### src/common/dqsc_pkg.sv
`default_nettype none
package dqsc_pkg;
   // Register bus geometry
   localparam int unsigned ADDR_W = 8;
   localparam int unsigned DATA_W = 32;
   localparam int unsigned STRB_W = DATA_W / 8;
   localparam int unsigned WORD_LSB = 2;

   // Register offsets (byte addresses)
   localparam logic [ADDR_W-1:0] OFS_QSTAT = 8'h00;
   localparam logic [ADDR_W-1:0] OFS_EVSTAT = 8'h04;
   localparam logic [ADDR_W-1:0] OFS_IMASK = 8'h08;

   // Field layout of the command queue status word
   localparam int unsigned CNT_W = 8;
   localparam int unsigned FREE_W = 6;
   localparam int unsigned TXC_LSB = 0;
   localparam int unsigned RXC_LSB = 8;
   localparam int unsigned TXF_LSB = 16;
   localparam int unsigned RXF_LSB = 24;
   localparam int unsigned LANE_TX = TXC_LSB / 8;
   localparam int unsigned LANE_RX = RXC_LSB / 8;

   // Counter constants
   localparam logic [CNT_W-1:0] CNT_ZERO = 8'h00;
   localparam logic [CNT_W-1:0] CNT_STEP = 8'h01;
   localparam logic [CNT_W-1:0] CNT_MAX = 8'hff;
   localparam logic [FREE_W-1:0] FREE_RST = 6'h1f;
   localparam logic [FREE_W-1:0] FREE_STEP = 6'h01;
   localparam logic [FREE_W-1:0] FREE_ZERO = 6'h00;

   // Channels and event status bits
   localparam int unsigned NUM_CH = 2;
   localparam int unsigned CH_TX = 0;
   localparam int unsigned CH_RX = 1;
   localparam int unsigned EV_W = 2;
   localparam int unsigned EV_LSB = 0;

   // Bus answers and read sizes
   localparam logic [1:0] RESP_OKAY = 2'h0;
   localparam logic [1:0] RESP_SLVERR = 2'h2;
   localparam logic [2:0] SZ_BYTE = 3'h0;
   localparam logic [2:0] SZ_HALF = 3'h1;

   typedef struct packed {
      logic rx_cmd_deq;
      logic rx_cmd_enq;
      logic tx_cmd_deq;
      logic tx_cmd_enq;
      logic rx_done;
      logic tx_done;
   } dqsc_evt_t;

   typedef struct packed {
      logic aw_got;
      logic w_got;
      logic [ADDR_W-1:0] awaddr;
      logic [DATA_W-1:0] wdata;
      logic [STRB_W-1:0] wstrb;
      logic bvalid;
      logic [1:0] bresp;
      logic rvalid;
      logic [DATA_W-1:0] rdata;
      logic [1:0] rresp;
      logic [EV_W-1:0] ev_sts;
      logic [EV_W-1:0] ev_mask;
   } dqsc_slv_t;

   localparam dqsc_slv_t SLV_RST = '0;
endpackage
`default_nettype wire

### src/rtl/dqsc_done_counter.sv
`timescale 1ns/1ps
`default_nettype none
module dqsc_done_counter
   import dqsc_pkg::*;
(
   input wire logic clk_sys,
   input wire logic rstn,
   input wire logic ce,
   input wire logic inc,
   input wire logic clr,
   output logic [CNT_W-1:0] count
);
   typedef struct packed {
      logic [CNT_W-1:0] cnt;
   } dqsc_cnt_t;

   dqsc_cnt_t st_ff;
   dqsc_cnt_t nxt_st;

   // A completion in the clearing cycle lands in the fresh count; saturates
   always_comb begin
      nxt_st = st_ff;
      if (clr) begin
         nxt_st.cnt = inc ? CNT_STEP : CNT_ZERO;
      end else if (inc && st_ff.cnt != CNT_MAX) begin
         nxt_st.cnt = st_ff.cnt + CNT_STEP;
      end
   end

   always_ff @(posedge clk_sys) begin
      if (!rstn) begin
         st_ff <= '0;
      end else if (ce) begin
         st_ff <= nxt_st;
      end
   end

   assign count = st_ff.cnt;
endmodule // dqsc_done_counter
`default_nettype wire

### src/rtl/dqsc_free_tracker.sv
`timescale 1ns/1ps
`default_nettype none
module dqsc_free_tracker
   import dqsc_pkg::*;
(
   input wire logic clk_sys,
   input wire logic rstn,
   input wire logic ce,
   input wire logic enq,
   input wire logic deq,
   output logic [FREE_W-1:0] free
);
   typedef struct packed {
      logic [FREE_W-1:0] free;
   } dqsc_free_t;

   dqsc_free_t st_ff;
   dqsc_free_t nxt_st;

   // Enqueue takes an entry, dequeue frees one; bounded to 0..31
   always_comb begin
      nxt_st = st_ff;
      if (enq && !deq && st_ff.free != FREE_ZERO) begin
         nxt_st.free = st_ff.free - FREE_STEP;
      end else if (deq && !enq && st_ff.free != FREE_RST) begin
         nxt_st.free = st_ff.free + FREE_STEP;
      end
   end

   always_ff @(posedge clk_sys) begin
      if (!rstn) begin
         st_ff.free <= FREE_RST;
      end else if (ce) begin
         st_ff <= nxt_st;
      end
   end

   assign free = st_ff.free;
endmodule // dqsc_free_tracker
`default_nettype wire

### src/rtl/dqsc_status_regs.sv
// Contract
// - Transmit completion count in bits 7:0 counts each finished transmit entry or command.
// - Reading the transmit count field clears it; next read shows only newer completions.
// - Receive completion count in bits 15:8 counts each filled receive entry or command.
// - Reading the receive count field resets it to zero, or to one if a receive completion arrives in the same cycle.
// - Byte, halfword and word reads work; a byte read leaves other fields unchanged.
// - Receive count also appears in event status; reading either clears the shared count.
// - Bits 21:16 show free transmit command queue entries, 31 after reset.
// - Bits 29:24 show free receive command queue entries, 31 after reset.
`timescale 1ns/1ps
`default_nettype none
module dqsc_status_regs
   import dqsc_pkg::*;
(
   input wire logic clk_sys,
   input wire logic rstn,
   input wire logic ce,
   input wire dqsc_evt_t evt,
   input wire logic [ADDR_W-1:0] s_axi_awaddr,
   input wire logic s_axi_awvalid,
   output logic s_axi_awready,
   input wire logic [DATA_W-1:0] s_axi_wdata,
   input wire logic [STRB_W-1:0] s_axi_wstrb,
   input wire logic s_axi_wvalid,
   output logic s_axi_wready,
   output logic [1:0] s_axi_bresp,
   output logic s_axi_bvalid,
   input wire logic s_axi_bready,
   input wire logic [ADDR_W-1:0] s_axi_araddr,
   input wire logic [2:0] ar_size,
   input wire logic s_axi_arvalid,
   output logic s_axi_arready,
   output logic [DATA_W-1:0] s_axi_rdata,
   output logic [1:0] s_axi_rresp,
   output logic s_axi_rvalid,
   input wire logic s_axi_rready,
   output logic irq
);

   ////////////////////////////////////////////////////////////////////////////
   // Decoding helpers

   function automatic logic hits(input logic [ADDR_W-1:0] addr, input logic [ADDR_W-1:0] ofs);
      hits = (addr[ADDR_W-1:WORD_LSB] == ofs[ADDR_W-1:WORD_LSB]);
   endfunction

   // Byte lanes covered by a read of the given size at the given address
   function automatic logic [STRB_W-1:0] rd_lanes(input logic [ADDR_W-1:0] addr, input logic [2:0] size);
      logic [STRB_W-1:0] lanes;
      lanes = '1;
      case (size)
         SZ_BYTE: begin
            lanes = '0;
            lanes[addr[WORD_LSB-1:0]] = 1'b1;
         end
         SZ_HALF: begin
            lanes = addr[WORD_LSB-1] ? 4'hc : 4'h3;
         end
         default: begin
            lanes = '1;
         end
      endcase
      rd_lanes = lanes;
   endfunction

   ////////////////////////////////////////////////////////////////////////////
   // Signals

   dqsc_slv_t st_ff;
   dqsc_slv_t nxt_st;
   logic [CNT_W-1:0] done_cnt [NUM_CH];
   logic [FREE_W-1:0] free_cnt [NUM_CH];
   logic [NUM_CH-1:0] done_inc;
   logic [NUM_CH-1:0] done_clr;
   logic [NUM_CH-1:0] cmd_enq;
   logic [NUM_CH-1:0] cmd_deq;
   logic aw_hs;
   logic w_hs;
   logic ar_hs;
   logic [STRB_W-1:0] ar_lanes;
   logic ar_qstat;
   logic ar_evstat;
   logic ar_imask;
   logic [DATA_W-1:0] qstat_word;
   logic [DATA_W-1:0] evstat_word;
   logic [DATA_W-1:0] imask_word;
   logic [EV_W-1:0] ev_set;

   ////////////////////////////////////////////////////////////////////////////
   // Per-channel counters

   assign done_inc = {evt.rx_done, evt.tx_done};
   assign cmd_enq = {evt.rx_cmd_enq, evt.tx_cmd_enq};
   assign cmd_deq = {evt.rx_cmd_deq, evt.tx_cmd_deq};

   for (genvar i = 0; i < NUM_CH; i++) begin : g_ch
      dqsc_done_counter u_done (
         .clk_sys(clk_sys),
         .rstn(rstn),
         .ce(ce),
         .inc(done_inc[i]),
         .clr(done_clr[i]),
         .count(done_cnt[i])
      );
      dqsc_free_tracker u_free (
         .clk_sys(clk_sys),
         .rstn(rstn),
         .ce(ce),
         .enq(cmd_enq[i]),
         .deq(cmd_deq[i]),
         .free(free_cnt[i])
      );
   end

   ////////////////////////////////////////////////////////////////////////////
   // Read clears

   assign ar_hs = s_axi_arvalid & s_axi_arready;
   assign ar_lanes = rd_lanes(s_axi_araddr, ar_size);
   assign ar_qstat = hits(s_axi_araddr, OFS_QSTAT);
   assign ar_evstat = hits(s_axi_araddr, OFS_EVSTAT);
   assign ar_imask = hits(s_axi_araddr, OFS_IMASK);

   // Only the lane that holds a count clears it; both lanes clear both
   assign done_clr[CH_TX] = ar_hs & ar_qstat & ar_lanes[LANE_TX];
   assign done_clr[CH_RX] = ar_hs & (ar_qstat | ar_evstat) & ar_lanes[LANE_RX];

   ////////////////////////////////////////////////////////////////////////////
   // Read words

   always_comb begin
      qstat_word = '0;
      qstat_word[TXC_LSB +: CNT_W] = done_cnt[CH_TX];
      qstat_word[RXC_LSB +: CNT_W] = done_cnt[CH_RX];
      qstat_word[TXF_LSB +: FREE_W] = free_cnt[CH_TX];
      qstat_word[RXF_LSB +: FREE_W] = free_cnt[CH_RX];
   end

   always_comb begin
      evstat_word = '0;
      evstat_word[EV_LSB +: EV_W] = st_ff.ev_sts;
      evstat_word[RXC_LSB +: CNT_W] = done_cnt[CH_RX];
   end

   always_comb begin
      imask_word = '0;
      imask_word[EV_LSB +: EV_W] = st_ff.ev_mask;
   end

   ////////////////////////////////////////////////////////////////////////////
   // Bus slave and event status

   assign s_axi_awready = ce & ~st_ff.aw_got & ~st_ff.bvalid;
   assign s_axi_wready = ce & ~st_ff.w_got & ~st_ff.bvalid;
   assign s_axi_arready = ce & ~st_ff.rvalid;
   assign aw_hs = s_axi_awvalid & s_axi_awready;
   assign w_hs = s_axi_wvalid & s_axi_wready;
   assign ev_set = {evt.rx_done, evt.tx_done};

   always_comb begin
      nxt_st = st_ff;
      if (aw_hs) begin
         nxt_st.aw_got = 1'b1;
         nxt_st.awaddr = s_axi_awaddr;
      end
      if (w_hs) begin
         nxt_st.w_got = 1'b1;
         nxt_st.wdata = s_axi_wdata;
         nxt_st.wstrb = s_axi_wstrb;
      end
      if (st_ff.bvalid && s_axi_bready) begin
         nxt_st.bvalid = 1'b0;
      end
      // Both halves of a write are held; commit and answer
      if (st_ff.aw_got && st_ff.w_got && !st_ff.bvalid) begin
         nxt_st.aw_got = 1'b0;
         nxt_st.w_got = 1'b0;
         nxt_st.bvalid = 1'b1;
         nxt_st.bresp = RESP_OKAY;
         if (hits(st_ff.awaddr, OFS_EVSTAT)) begin
            if (st_ff.wstrb[LANE_TX]) begin
               nxt_st.ev_sts = st_ff.ev_sts & ~st_ff.wdata[EV_LSB +: EV_W];
            end
         end else if (hits(st_ff.awaddr, OFS_IMASK)) begin
            if (st_ff.wstrb[LANE_TX]) begin
               nxt_st.ev_mask = st_ff.wdata[EV_LSB +: EV_W];
            end
         end else if (!hits(st_ff.awaddr, OFS_QSTAT)) begin
            nxt_st.bresp = RESP_SLVERR;
         end
      end
      // New events win over a same-cycle clear
      nxt_st.ev_sts = nxt_st.ev_sts | ev_set;
      if (st_ff.rvalid && s_axi_rready) begin
         nxt_st.rvalid = 1'b0;
      end
      // Read data is the value before the clear
      if (ar_hs) begin
         nxt_st.rvalid = 1'b1;
         nxt_st.rresp = RESP_OKAY;
         if (ar_qstat) begin
            nxt_st.rdata = qstat_word;
         end else if (ar_evstat) begin
            nxt_st.rdata = evstat_word;
         end else if (ar_imask) begin
            nxt_st.rdata = imask_word;
         end else begin
            nxt_st.rdata = '0;
            nxt_st.rresp = RESP_SLVERR;
         end
      end
   end

   always_ff @(posedge clk_sys) begin
      if (!rstn) begin
         st_ff <= SLV_RST;
      end else if (ce) begin
         st_ff <= nxt_st;
      end
   end

   // Valids are gated so no handshake completes while state is frozen
   assign s_axi_bvalid = st_ff.bvalid & ce;
   assign s_axi_bresp = st_ff.bresp;
   assign s_axi_rvalid = st_ff.rvalid & ce;
   assign s_axi_rdata = st_ff.rdata;
   assign s_axi_rresp = st_ff.rresp;
   assign irq = |(st_ff.ev_sts & st_ff.ev_mask);

   ////////////////////////////////////////////////////////////////////////////
   // Checks

   tx_count_inc_a: assert property (
      @(posedge clk_sys) disable iff (!rstn)
      (ce && evt.tx_done && !done_clr[CH_TX] && done_cnt[CH_TX] != CNT_MAX)
      |=> done_cnt[CH_TX] == $past(done_cnt[CH_TX]) + CNT_STEP)
      else $error("tx completion count did not advance");

   tx_read_clear_a: assert property (
      @(posedge clk_sys) disable iff (!rstn)
      (ce && ar_hs && ar_qstat && ar_lanes[LANE_TX] && !evt.tx_done)
      |=> done_cnt[CH_TX] == CNT_ZERO && s_axi_rdata[TXC_LSB +: CNT_W] == $past(done_cnt[CH_TX]))
      else $error("tx count not returned and cleared by read");

   rx_count_inc_a: assert property (
      @(posedge clk_sys) disable iff (!rstn)
      (ce && evt.rx_done && !done_clr[CH_RX] && done_cnt[CH_RX] != CNT_MAX)
      |=> done_cnt[CH_RX] == $past(done_cnt[CH_RX]) + CNT_STEP)
      else $error("rx completion count did not advance");

   rx_read_clear_a: assert property (
      @(posedge clk_sys) disable iff (!rstn)
      (ce && ar_hs && ar_qstat && ar_lanes[LANE_RX] && !evt.rx_done)
      |=> done_cnt[CH_RX] == CNT_ZERO && s_axi_rdata[RXC_LSB +: CNT_W] == $past(done_cnt[CH_RX]))
      else $error("rx count not returned and cleared by read");

   byte_read_keep_a: assert property (
      @(posedge clk_sys) disable iff (!rstn)
      (ce && ar_hs && ar_size == SZ_BYTE && !ar_lanes[LANE_RX] && !evt.rx_done)
      |=> done_cnt[CH_RX] == $past(done_cnt[CH_RX]))
      else $error("byte read disturbed the rx count");

   alias_clear_a: assert property (
      @(posedge clk_sys) disable iff (!rstn)
      (ce && ar_hs && ar_evstat && ar_lanes[LANE_RX] && !evt.rx_done)
      ##1 (s_axi_rvalid || !ce)
      |-> done_cnt[CH_RX] == CNT_ZERO && s_axi_rdata[RXC_LSB +: CNT_W] == $past(done_cnt[CH_RX]))
      else $error("event status read did not clear rx count");

   tx_free_field_a: assert property (
      @(posedge clk_sys) disable iff (!rstn)
      (ce && ar_hs && ar_qstat)
      |=> s_axi_rdata[TXF_LSB +: FREE_W] == $past(free_cnt[CH_TX]) && free_cnt[CH_TX] <= FREE_RST)
      else $error("tx free count field wrong");

   rx_free_field_a: assert property (
      @(posedge clk_sys) disable iff (!rstn)
      (ce && ar_hs && ar_qstat)
      |=> s_axi_rdata[RXF_LSB +: FREE_W] == $past(free_cnt[CH_RX]) && free_cnt[CH_RX] <= FREE_RST)
      else $error("rx free count field wrong");

   same_cycle_keep_a: assert property (
      @(posedge clk_sys) disable iff (!rstn)
      (ce && ar_hs && ar_qstat && (&ar_lanes[LANE_RX:LANE_TX]) && evt.tx_done && evt.rx_done)
      |=> done_cnt[CH_TX] == CNT_STEP && done_cnt[CH_RX] == CNT_STEP)
      else $error("completion lost during clearing read");

   // A write committing in the same cycle may change the mask, so it is left out
   irq_level_a: assert property (
      @(posedge clk_sys) disable iff (!rstn)
      (ce && evt.tx_done && st_ff.ev_mask[CH_TX] && !(st_ff.aw_got && st_ff.w_got))
      |=> irq)
      else $error("masked-in event did not raise the interrupt");

   read_answer_a: assert property (
      @(posedge clk_sys) disable iff (!rstn)
      ar_hs |=> st_ff.rvalid)
      else $error("read address taken without a read answer");

   write_answer_a: assert property (
      @(posedge clk_sys) disable iff (!rstn)
      (ce && st_ff.aw_got && st_ff.w_got && !st_ff.bvalid) |=> st_ff.bvalid && !st_ff.aw_got)
      else $error("complete write not answered");

   bad_read_a: assert property (
      @(posedge clk_sys) disable iff (!rstn)
      (ar_hs && !ar_qstat && !ar_evstat && !ar_imask)
      |=> s_axi_rresp == RESP_SLVERR && s_axi_rdata == '0)
      else $error("unmapped read not refused");

   bad_write_a: assert property (
      @(posedge clk_sys) disable iff (!rstn)
      (ce && st_ff.aw_got && st_ff.w_got && !st_ff.bvalid && !hits(st_ff.awaddr, OFS_QSTAT)
       && !hits(st_ff.awaddr, OFS_EVSTAT) && !hits(st_ff.awaddr, OFS_IMASK))
      |=> s_axi_bresp == RESP_SLVERR)
      else $error("unmapped write not refused");

   sticky_set_a: assert property (
      @(posedge clk_sys) disable iff (!rstn)
      (ce && evt.rx_done) |=> st_ff.ev_sts[CH_RX])
      else $error("rx event did not set its status bit");

   sticky_clear_a: assert property (
      @(posedge clk_sys) disable iff (!rstn)
      (ce && st_ff.aw_got && st_ff.w_got && !st_ff.bvalid && hits(st_ff.awaddr, OFS_EVSTAT)
       && st_ff.wstrb[LANE_TX] && st_ff.wdata[EV_LSB + CH_TX] && !evt.tx_done)
      |=> !st_ff.ev_sts[CH_TX])
      else $error("write of one did not clear tx status bit");

   tx_free_dec_a: assert property (
      @(posedge clk_sys) disable iff (!rstn)
      (ce && evt.tx_cmd_enq && !evt.tx_cmd_deq && free_cnt[CH_TX] != FREE_ZERO)
      |=> free_cnt[CH_TX] == $past(free_cnt[CH_TX]) - FREE_STEP)
      else $error("tx free count did not drop on enqueue");

   rx_free_inc_a: assert property (
      @(posedge clk_sys) disable iff (!rstn)
      (ce && evt.rx_cmd_deq && !evt.rx_cmd_enq && free_cnt[CH_RX] != FREE_RST)
      |=> free_cnt[CH_RX] == $past(free_cnt[CH_RX]) + FREE_STEP)
      else $error("rx free count did not rise on dequeue");

   frozen_state_a: assert property (
      @(posedge clk_sys) disable iff (!rstn)
      (!ce) |=> done_cnt[CH_TX] == $past(done_cnt[CH_TX]) && st_ff.ev_sts == $past(st_ff.ev_sts))
      else $error("state moved while clock enable was low");

endmodule // dqsc_status_regs
`default_nettype wire

### config.mk
export PLATFORM = sky130hd
export DESIGN_NAME = dqsc_status_regs
export DESIGN_NICKNAME = d
export VERILOG_FILES = /design/src/common/dqsc_pkg.sv /design/src/rtl/dqsc_done_counter.sv /design/src/rtl/dqsc_free_tracker.sv /design/src/rtl/dqsc_status_regs.sv
export SDC_FILE = /design/constraint.sdc
export NUM_CORES = 1
export LEC_CHECK = 0
export ABC_AREA = 1
export BUFFER_PORTS_ARGS = -buffer_cell sky130_fd_sc_hd__clkbuf_2
export CORE_MARGIN = 1
export CORE_UTILIZATION = 57
export CTS_CLUSTER_SIZE = 12
export DETAILED_ROUTE_END_ITERATION = 6
export GPL_ROUTABILITY_DRIVEN = 0
export HOLD_SLACK_MARGIN = 0.12
export MAX_ROUTING_LAYER = met4
export PLACE_DENSITY = 0.88
export SYNTH_ARGS = -nofsm -noshare
export SYNTH_HDL_FRONTEND = slang
export SYNTH_SLANG_ARGS = --single-unit
### constraint.sdc
create_clock -name clk_sys -period 5.6 [get_ports clk_sys]
set_input_delay 1.12 -clock clk_sys [delete_from_list [all_inputs] [get_ports clk_sys]]
set_output_delay 1.12 -clock clk_sys [all_outputs]
set_load 0.01 [all_outputs]
=== Word level (Yosys, flattened, before mapping) ===
Cells that the tools add are included.

* Bits in registers: 83
* Input port bits: 69
* Output and inout port bits: 42
* Logic and storage cells: 140

* Add/subtract/negate cells: 6
* Magnitude comparators: 2
* Equality and inequality tests: 9
* Muxes and demuxes: 36
* Bitwise gates (word level): 24
* Reduce and logical (&&, ||, !) cells: 47

{| class="wikitable"
|+ Operators by type and width
! kind !! number
|-
| $mux W35 || 1
|-
| $mux W32 || 1
|-
| $mux W8 || 4
|-
| $mux W2 || 14
|-
| $mux W6 || 4
|-
| $reduce_and A2 Y1 || 12
|-
| $add A8 B1 Y8 const B || 2
|-
| $mux W16 || 1
|-
| $ne A8 B8 Y1 const B || 2
|-
| $reduce_bool A2 Y1 || 8
|-
| $logic_and A1 B1 Y1 || 15
|-
| $and A1 B1 Y1 || 14
|-
| $add A6 B1 Y6 const B || 2
|-
| $eq A6 B1 Y1 const B || 2
|-
| $eq A6 B2 Y1 const B || 2
|-
| $logic_not A6 Y1 || 2
|-
| $ne A6 B5 Y1 const B || 2
|-
| $reduce_bool A6 Y1 || 2
|-
| $sub A6 B1 Y6 const B || 2
|-
| $mux W1 || 7
|-
| $logic_not A1 Y1 || 5
|-
| $not A1 Y1 || 5
|-
| $reduce_and A5 Y1 || 1
|-
| $and A2 B2 Y2 || 2
|-
| 12 further kinds || 12
|}

=== Depth between registers and ports, before layout ===
Gate-level depths: netlist of the first run.

* Depth in word-level cells: 8
* Mapped depth: 14
* Gate-level depth less buffers: 14

=== By module ===
Synthesis of the first run repeated with hierarchy kept, for this count alone.

* Cell total of the unflattened synthesis: 636
* Area total of the unflattened synthesis: 4336.7 sq um

{| class="wikitable"
|+ By module, submodules not included
! module !! times used !! cells an instance !! area each (sq um) !! sequential area each (sq um)
|-
| dqsc_status_regs || 1 || 304 || 2312.2 || 940.9
|-
| dqsc_done_counter || 2 || 91 || 539.3 || 160.2
|-
| dqsc_free_tracker || 2 || 75 || 473.0 || 120.1
|}

=== Worst setup path after synthesis of the first run ===
OpenSTA, ideal clock, no wires.

* Path type: input to output
* Start: input ce
* End: output s_axi_awready
* Arrival: 1.485 ns
* Slack: 2.995 ns
* Stages: 4
* Path through: inv_2 nor2_1 inv_1 nor2_1

* Word-level cells in the longest chain between the ends: 2

{| class="wikitable"
|+ RTL lines
! what !! line !! RTL
|-
| start, declared || dqsc_status_regs.sv:17 || <nowiki>input wire logic ce,</nowiki>
|-
| $and A1 B1 Y1 (2 in a row) || dqsc_status_regs.sv:153 || <nowiki>assign s_axi_awready = ce & ~st_ff.aw_got & ~st_ff.bvalid;</nowiki>
|-
| end, declared || dqsc_status_regs.sv:21 || <nowiki>output logic s_axi_awready,</nowiki>
|}

No other way between the ends.

=== Worst setup path after layout of the first run ===
* Start: input ce
* End: register g_ch[0].u_done.st_ff (netlist bit g_ch[0].u_done.count[3])

* Word-level cells in the longest chain between the ends: 6

{| class="wikitable"
|+ RTL lines
! what !! line !! RTL
|-
| $and A1 B1 Y1 || dqsc_status_regs.sv:155 || <nowiki>assign s_axi_arready = ce & ~st_ff.rvalid;</nowiki>
|-
| $and A1 B1 Y1 || dqsc_status_regs.sv:118 || <nowiki>assign ar_hs = s_axi_arvalid & s_axi_arready;</nowiki>
|-
| $and A1 B1 Y1 (2 in a row) || dqsc_status_regs.sv:125 || <nowiki>assign done_clr[CH_TX] = ar_hs & ar_qstat & ar_lanes[LANE_TX];</nowiki>
|-
| $reduce_bool A2 Y1 (no source line) || - ||
|-
| $reduce_and A2 Y1 (no source line) || - ||
|-
| end signal, assigned || dqsc_done_counter.sv:34 || <nowiki>st_ff <= nxt_st;</nowiki>
|-
| end, declared || dqsc_done_counter.sv:17 || <nowiki>dqsc_cnt_t st_ff;</nowiki>
|}

Several ways; a longest one is shown, not always the timed one.
A chain may end at the register's enable or synchronous reset.

==> results of run 1 <==
## area by class of cell
cell class	instances	share of cell area, %
repair buffers	70	8.083
clock inverters	5	1.376
multi-input cells	386	45.20
inverters	57	4.958
clock buffers	11	3.239
well taps	96	2.751
flip-flops and latches	75	34.39
## flip-flops by register name (all words and copies together), names as in the netlist
register and cells:
s_axi_rdata 28, g_ch.u_done.count 16, st_ff 13, g_ch.u_free.free 12, evstat_word 2, imask_word 2
s_axi_bresp 1, s_axi_rresp 1
## how the worst min path moves through the flow
stage	end	slack, ps	depth (start not counted)	from
2_1_floorplan	st_ff[46]	440	2	st_ff[46]
3_3_place_gp	s_axi_rdata[10]	450	2	s_axi_rdata[10]
3_5_place_dp	s_axi_rdata[11]	460	2	s_axi_rdata[11]
4_1_cts	s_axi_rdata[11]	470	2	s_axi_rdata[11]
5_1_grt	s_axi_rdata[29]	490	2	s_axi_rdata[29]
6_report	s_axi_rdata[11]	470	2	s_axi_rdata[11]
## power by group
part | total (mW) | switching, mW | internal [mW]
Combinational | 0.158 | 0.0993 | 0.0589
Clock | 0.422 | 0.203 | 0.220
Sequential | 0.572 | 0.0204 | 0.552
## worst reg2reg max path: cells and delay by family, from the launching register on
family	cells	cell delay [ps]
buffers and inverters	1	70
AO/OA/AOI/OAI	1	60
AND/OR/NAND/NOR	6	1750
flip-flops	1	350
## stage by stage
stage / hold WS [ps] / instances / instance area [um2] / util, %
2_1_floorplan: 444.7 / 567 / 4038 / -
3_3_place_gp: 451.1 / 684 / 4164 / 61.29
3_5_place_dp: 456.7 / 684 / 4164 / 61.29
4_1_cts: 468.9 / 700 / 4365 / 64.25
5_1_grt: 488.1 / 700 / 4365 / 64.25
6_report: 466.7 / 700 / 4365 / 64.25
## cell families after synthesis
logic type | synth area share [%]
other cells | 0.09331
simple gates | 28.24
flops | 37.36
buf+inv | 14.01
compound gates | 14.66
fa+ha+maj | 4.110
xor+xnor | 1.526
## layer usage
layer / vias up / share of wire (%) / global-route usage [%]
met5: - / 0 / -
met4: 0 / 1.4 / 9.697
met3: 14 / 4.0 / 4.909
met2: 94 / 50 / 41.92
met1: 1621 / 45 / 27.91
li1: 1843 / - / -
## cell usage in the layout (no fill, tap or decap), types with 14 or more instances in the layout
| cell type | count |
|---|---|
| o21ai_0 | 22 |
| a21oi_1 | 54 |
| nand3_1 | 20 |
| clkbuf_2 | 69 |
| nand2_2 | 14 |
| inv_1 | 48 |
| nand2_1 | 130 |
| nor2_1 | 73 |
| dfxtp_1 | 75 |
==> impl_results.md, run 1 <==
- RSZ-0062 raised after global routing: no
- Yosys cell types: 38
- Crit path kind: in -> reg
- Min-delay worst type: reg -> reg
- GR Util All Layers: 24.44%
- Clock Path Buffers: 2
- WP data arrival: 3420 ps
- Dpl hpwl: 5.938 mm
- FF-to-FF path depth: 8
- Worst path depth: 10
- Setup Total Neg Slack: 0 ps
- TritonCTS Buffers: 9
- Least-Margin Pin Slew: 1006 ps
- Synth Warn #: 0
- Final net count: 680
- Number of DRC markers in iteration 0: 124
- Sequential cell area: 0.001501 mm2
- Row count: 30
- Slowest cell delay on critical path: 840 ps
- Top cells by area, synth: dfxtp_1, nand2_1, nor2_1
- CP max FO: 31
- #FFs+latches synth: 75
- Die height: 85.97 um
- Diode count: 0
- EDFF count, synth: 0
- Final setup vio count: 0
- Post-synth top area share: 37.36%
- Vias: 3572
- Place WS: 1999 ps
- Synth Area per Inst: 7.151 um2
- Worst-case clock skew: 15.54 ps
- Die ar.: 0.007390 mm2
- Initial antenna violation count: 0
- Synth top cells by count: nand2_1, dfxtp_1, nor2_1, a21oi_1, inv_1
- CP required: 5810 ps
- Total Wirelength: 8.274 mm
- Skew-Pair Late Insertion Delay: 350 ps
- Reg2reg start: st_ff[38]
- H-tree Lvls: 3
- Routed length per instance: 11.82 um
- Final ANT Viol Nets: 0
- Crit path time final: 3209 ps
- Drt first pass iters: 4
- Register area share after synthesis: 37.36%
- Top_reg_cell synth: dfxtp_1
- Post-CTS Hold Fix Bufs: 0
- Min setup slack post-route: 2391 ps
- CP endpoint: g_ch[0].u_done.count[3]
- Crit path from: ce
- Worst path buffer plus inverter count: 3
- Syn Std Cell Area: 0.004019 mm2
- CP cell instances: clkbuf_2 > inv_2 > nor2_4 > nand2_4 > nor3_4 > nand2_2 > nand2_4 > inv_2 > nand2_1 > a21oi_1
- CP endpoint kind: flop
- Port-buffer cells: 69
- DRC Markers: 0
- Leading cell type by number of instances after synthesis: nand2_1
- Worst-path clk slew: 80 ps
- Worst VDD drop: 153.5 uV
- Crit path max-delay cell type: nor3_4
- Final global-route overflow total: 0
- Core ar.: 0.006794 mm2
- Starting Density: 59.15%
- Post-cts sizing count: 0
- Max_cap viols: 0
- First-pass GRT wire length: 14.18 mm
- Pins Over Slew Limit: 0
- # clock sinks: 75
- Die X: 85.97 um
- Layout fillers: 603
- Yosys top cell by area: dfxtp_1
- CTS root buffer: clkbuf_8
- Status: finished clean
- Area of the multi-input gates: 0.001973 mm2
- Reg2reg setup slack: 3250 ps
- P_leak: 2.011 nW
- Synth-to-Final Area Change: 8.624%
- Final period util: 57.31%
- Vias in the first global route: 3340
- CTS tree: yes
- Share of cells above drive strength 1: 21.19%
- Post-synthesis cell count: 562
- Boundary pin count: 111
- Vias per cell: 5.103
- Fin. Hold Viols: 0
- Largest net degree at the start of global routing: 33
- FF-to-FF End: g_ch[0].u_done.count[3]
- Fmax: 311.6 MHz
- Total power: 1.153 mW
- Setup bufs post-CTS: 0
- CP Launch Type: input pin
- Asr flop ratio synth: 0%
- Power Dens Cells: 264.1 mW/mm2
- Cell family with most CP delay: simple AND/OR/NAND/NOR gates
- Relative slew slack: 32.71%
No activity file was read; power rests on OpenSTA's default activity.
==> run 2: changes to the inputs <==
--- a/config.mk
+++ b/config.mk
@@ -8,13 +8,13 @@
 export ABC_AREA = 1
 export BUFFER_PORTS_ARGS = -buffer_cell sky130_fd_sc_hd__clkbuf_2
 export CORE_MARGIN = 1
-export CORE_UTILIZATION = 57
+export CORE_UTILIZATION = 48
 export CTS_CLUSTER_SIZE = 12
 export DETAILED_ROUTE_END_ITERATION = 6
 export GPL_ROUTABILITY_DRIVEN = 0
 export HOLD_SLACK_MARGIN = 0.12
 export MAX_ROUTING_LAYER = met4
-export PLACE_DENSITY = 0.88
+export PLACE_DENSITY = 0.79
 export SYNTH_ARGS = -nofsm -noshare
 export SYNTH_HDL_FRONTEND = slang
 export SYNTH_SLANG_ARGS = --single-unit
==> constraint.sdc (replaced) <==
create_clock -name clk_sys -period 2.7 [get_ports clk_sys]
set_input_delay 0.54 -clock clk_sys [delete_from_list [all_inputs] [get_ports clk_sys]]
set_output_delay 0.54 -clock clk_sys [all_outputs]
set_load 0.01 [all_outputs]
==> run 2 against run 1 <==
The run now ends with design-rule violations left. Clock-buffer cell count unchanged. Global-route usage down 3.0 points. Highest routed layer unchanged. Non-clock buffer count up 3. Clock power up 110%. Largest power group unchanged. Sequential power up 110%. Core utilization down 10 points.
==> impl_results.md, run 2 (synthesis gave the netlist of run 1 again) <==
- Status: finished, violations left
- Failing checks: design-rule violations
- Final setup vio count: 0
- CP required: 2940 ps
- Final period util: 76.56%
- Dpl hpwl: 6.163 mm
- RSZ-0062 raised after global routing: no
- Number of DRC markers in iteration 0: 165
- Synth-to-Final Area Change: 9.465%
- Crit path from: g_ch[0].u_free.free[0]
- Min-delay worst type: in -> reg
- Vias per cell: 5.023
- Routed length per instance: 11.95 um
- Skew-Pair Late Insertion Delay: 340 ps
- Most frequent cells in the layout: nand2_1, dfxtp_1, nor2_1, clkbuf_2, a21oi_1
- Drt first pass iters: 7
- Die X: 93.50 um
- Slowest cell delay on critical path: 450 ps
- Port-buffer cells: 69
- CP dominant cell by count: nand2_1
- Max FFs per register: 28
- Final ANT Viol Nets: 0
- Setup bufs post-CTS: 0
- First-pass GRT wire length: 14.57 mm
- CP Launch Type: flop
- Final global-route overflow total: 0
- H-tree Lvls: 3
- Post-cts sizing count: 0
- Min-delay src: s_axi_awaddr[3]
- # clock sinks: 75
- Relative slew slack: 63.64%
- Crit path max-delay cell type: dfxtp_1
- Max_cap viols: 0
- Pins Over Slew Limit: 0
- Crit path kind: reg -> reg
- Largest net degree at the start of global routing: 44
- Reg2reg start: g_ch[0].u_free.free[0]
- Die height: 93.50 um
- CTS root buffer: clkbuf_8
- Core ar.: 0.008175 mm2
- CP endpoint kind: flop
- Total Wirelength: 8.496 mm
- Crit path time final: 2067 ps
- Post-CTS Hold Fix Bufs: 0
- Setup Total Neg Slack: 0 ps
- Share of cells above drive strength 1: 21.62%
- P_leak: 2.024 nW
- Diode count: 0
- CP max FO: 6
- Layout fillers: 795
- Boundary pin count: 111
- Fin Hold WS: 454.5 ps
- Worst-case clock skew: 8.550 ps
- DRC Markers: 2
- Initial antenna violation count: 0
- TritonCTS Buffers: 9
- Hold Crit Depth: 3
- Least-Margin Pin Slew: 545.4 ps
- Final net count: 683
- FF-to-FF path depth: 12
- Row count: 33
- Worst-path clk slew: 80 ps
- Fmax: 483.7 MHz
- Starting Density: 49.16%
- Vias: 3571
- Commonest non-fill, non-tap cell in the layout: nand2_1
- CTS tree: yes
- GR Util All Layers: 21.47%
- WP data arrival: 2310 ps
- Vias in the first global route: 3381
- CP cell instances: nor2_1 > nand3_1 > nand2_1 > inv_1 > ha_1 > or2_2 > nand3b_1 > nand2_1 > nand2_1 > nand2_1 > a21oi_1 > nor2_1
- Worst VDD drop: 276.4 uV
- Power Dens Cells: 544.6 mW/mm2
- Die ar.: 0.008742 mm2
- Clock Path Buffers: 2
- Fin. Hold Viols: 0
==> run 2: cell count changes in the layout (fill, tap and decap cells not counted) <==
cell	before	now
clkbuf_8	10	11
clkinv_4	1	0
clkinvlp_4	1	2
buf_4	1	4
inv_6	1	0
clkbuf_1	1	0
==> run 2: power breakdown <==
part           total [mW]  switching [mW]  leakage (nW)  internal [mW]
Sequential           1.19          0.0427         0.610           1.14
Combinational       0.328           0.204          1.32          0.124
Clock               0.880           0.410        0.0974          0.471
Total                2.40           0.656          2.02           1.74
==> run 2: final cells by class <==
cell class	count	area, um2	area share, %
Multi-Input combinational cell	386	1973	44.85
Sequential cell	75	1501	34.13
Timing Repair Buffer	73	375.4	8.532
Inverter	57	216.5	4.920
Clock buffer	11	151.4	3.441
Tap cell	105	131.4	2.986
Clock inverter	4	50.05	1.138
==> run 2: path summary, 6_finish.rpt <==
| kind | to | slack [ps] |
|---|---|---|
| worst max register to register | g_ch[0].u_free.free[5] | 630 |
| worst max-delay path | g_ch[0].u_free.free[5] | 630 |
| worst min register to register | s_axi_rdata[11] | 470 |
| worst min-delay path | st_ff[81] | 450 |
==> run 2: routing by layer <==
layer	up-vias	track usage, %	part of all wire [%]
met4	0	7.692	0.73
met5	-	-	0
met2	96	36.03	48
li1	1847	-	-
met1	1618	25.28	47
met3	10	4.797	4.2
==> run 2: critical path, delay by kind of cell (launching register included) <==
kind / cells / cell delay (ps)
fa+ha+maj: 1 / 280
compound gates: 1 / 130
simple gates: 9 / 930
buf+inv: 1 / 180
flops: 1 / 450
==> run 2: metrics by stage <==
step | std cells | setup slack, ps | cell area (um2) | power (mW) | utilization [%]
floorplan | 567 | 772.9 | 4038 | 1.454 | -
global placement | 696 | 520.3 | 4198 | 1.523 | 51.35
detailed placement | 696 | 468.6 | 4198 | 1.541 | 51.35
CTS | 711 | 645.9 | 4399 | 2.426 | 53.81
global route | 711 | 420.2 | 4399 | 2.525 | 53.81
finish | 711 | 632.8 | 4399 | 2.396 | 53.81
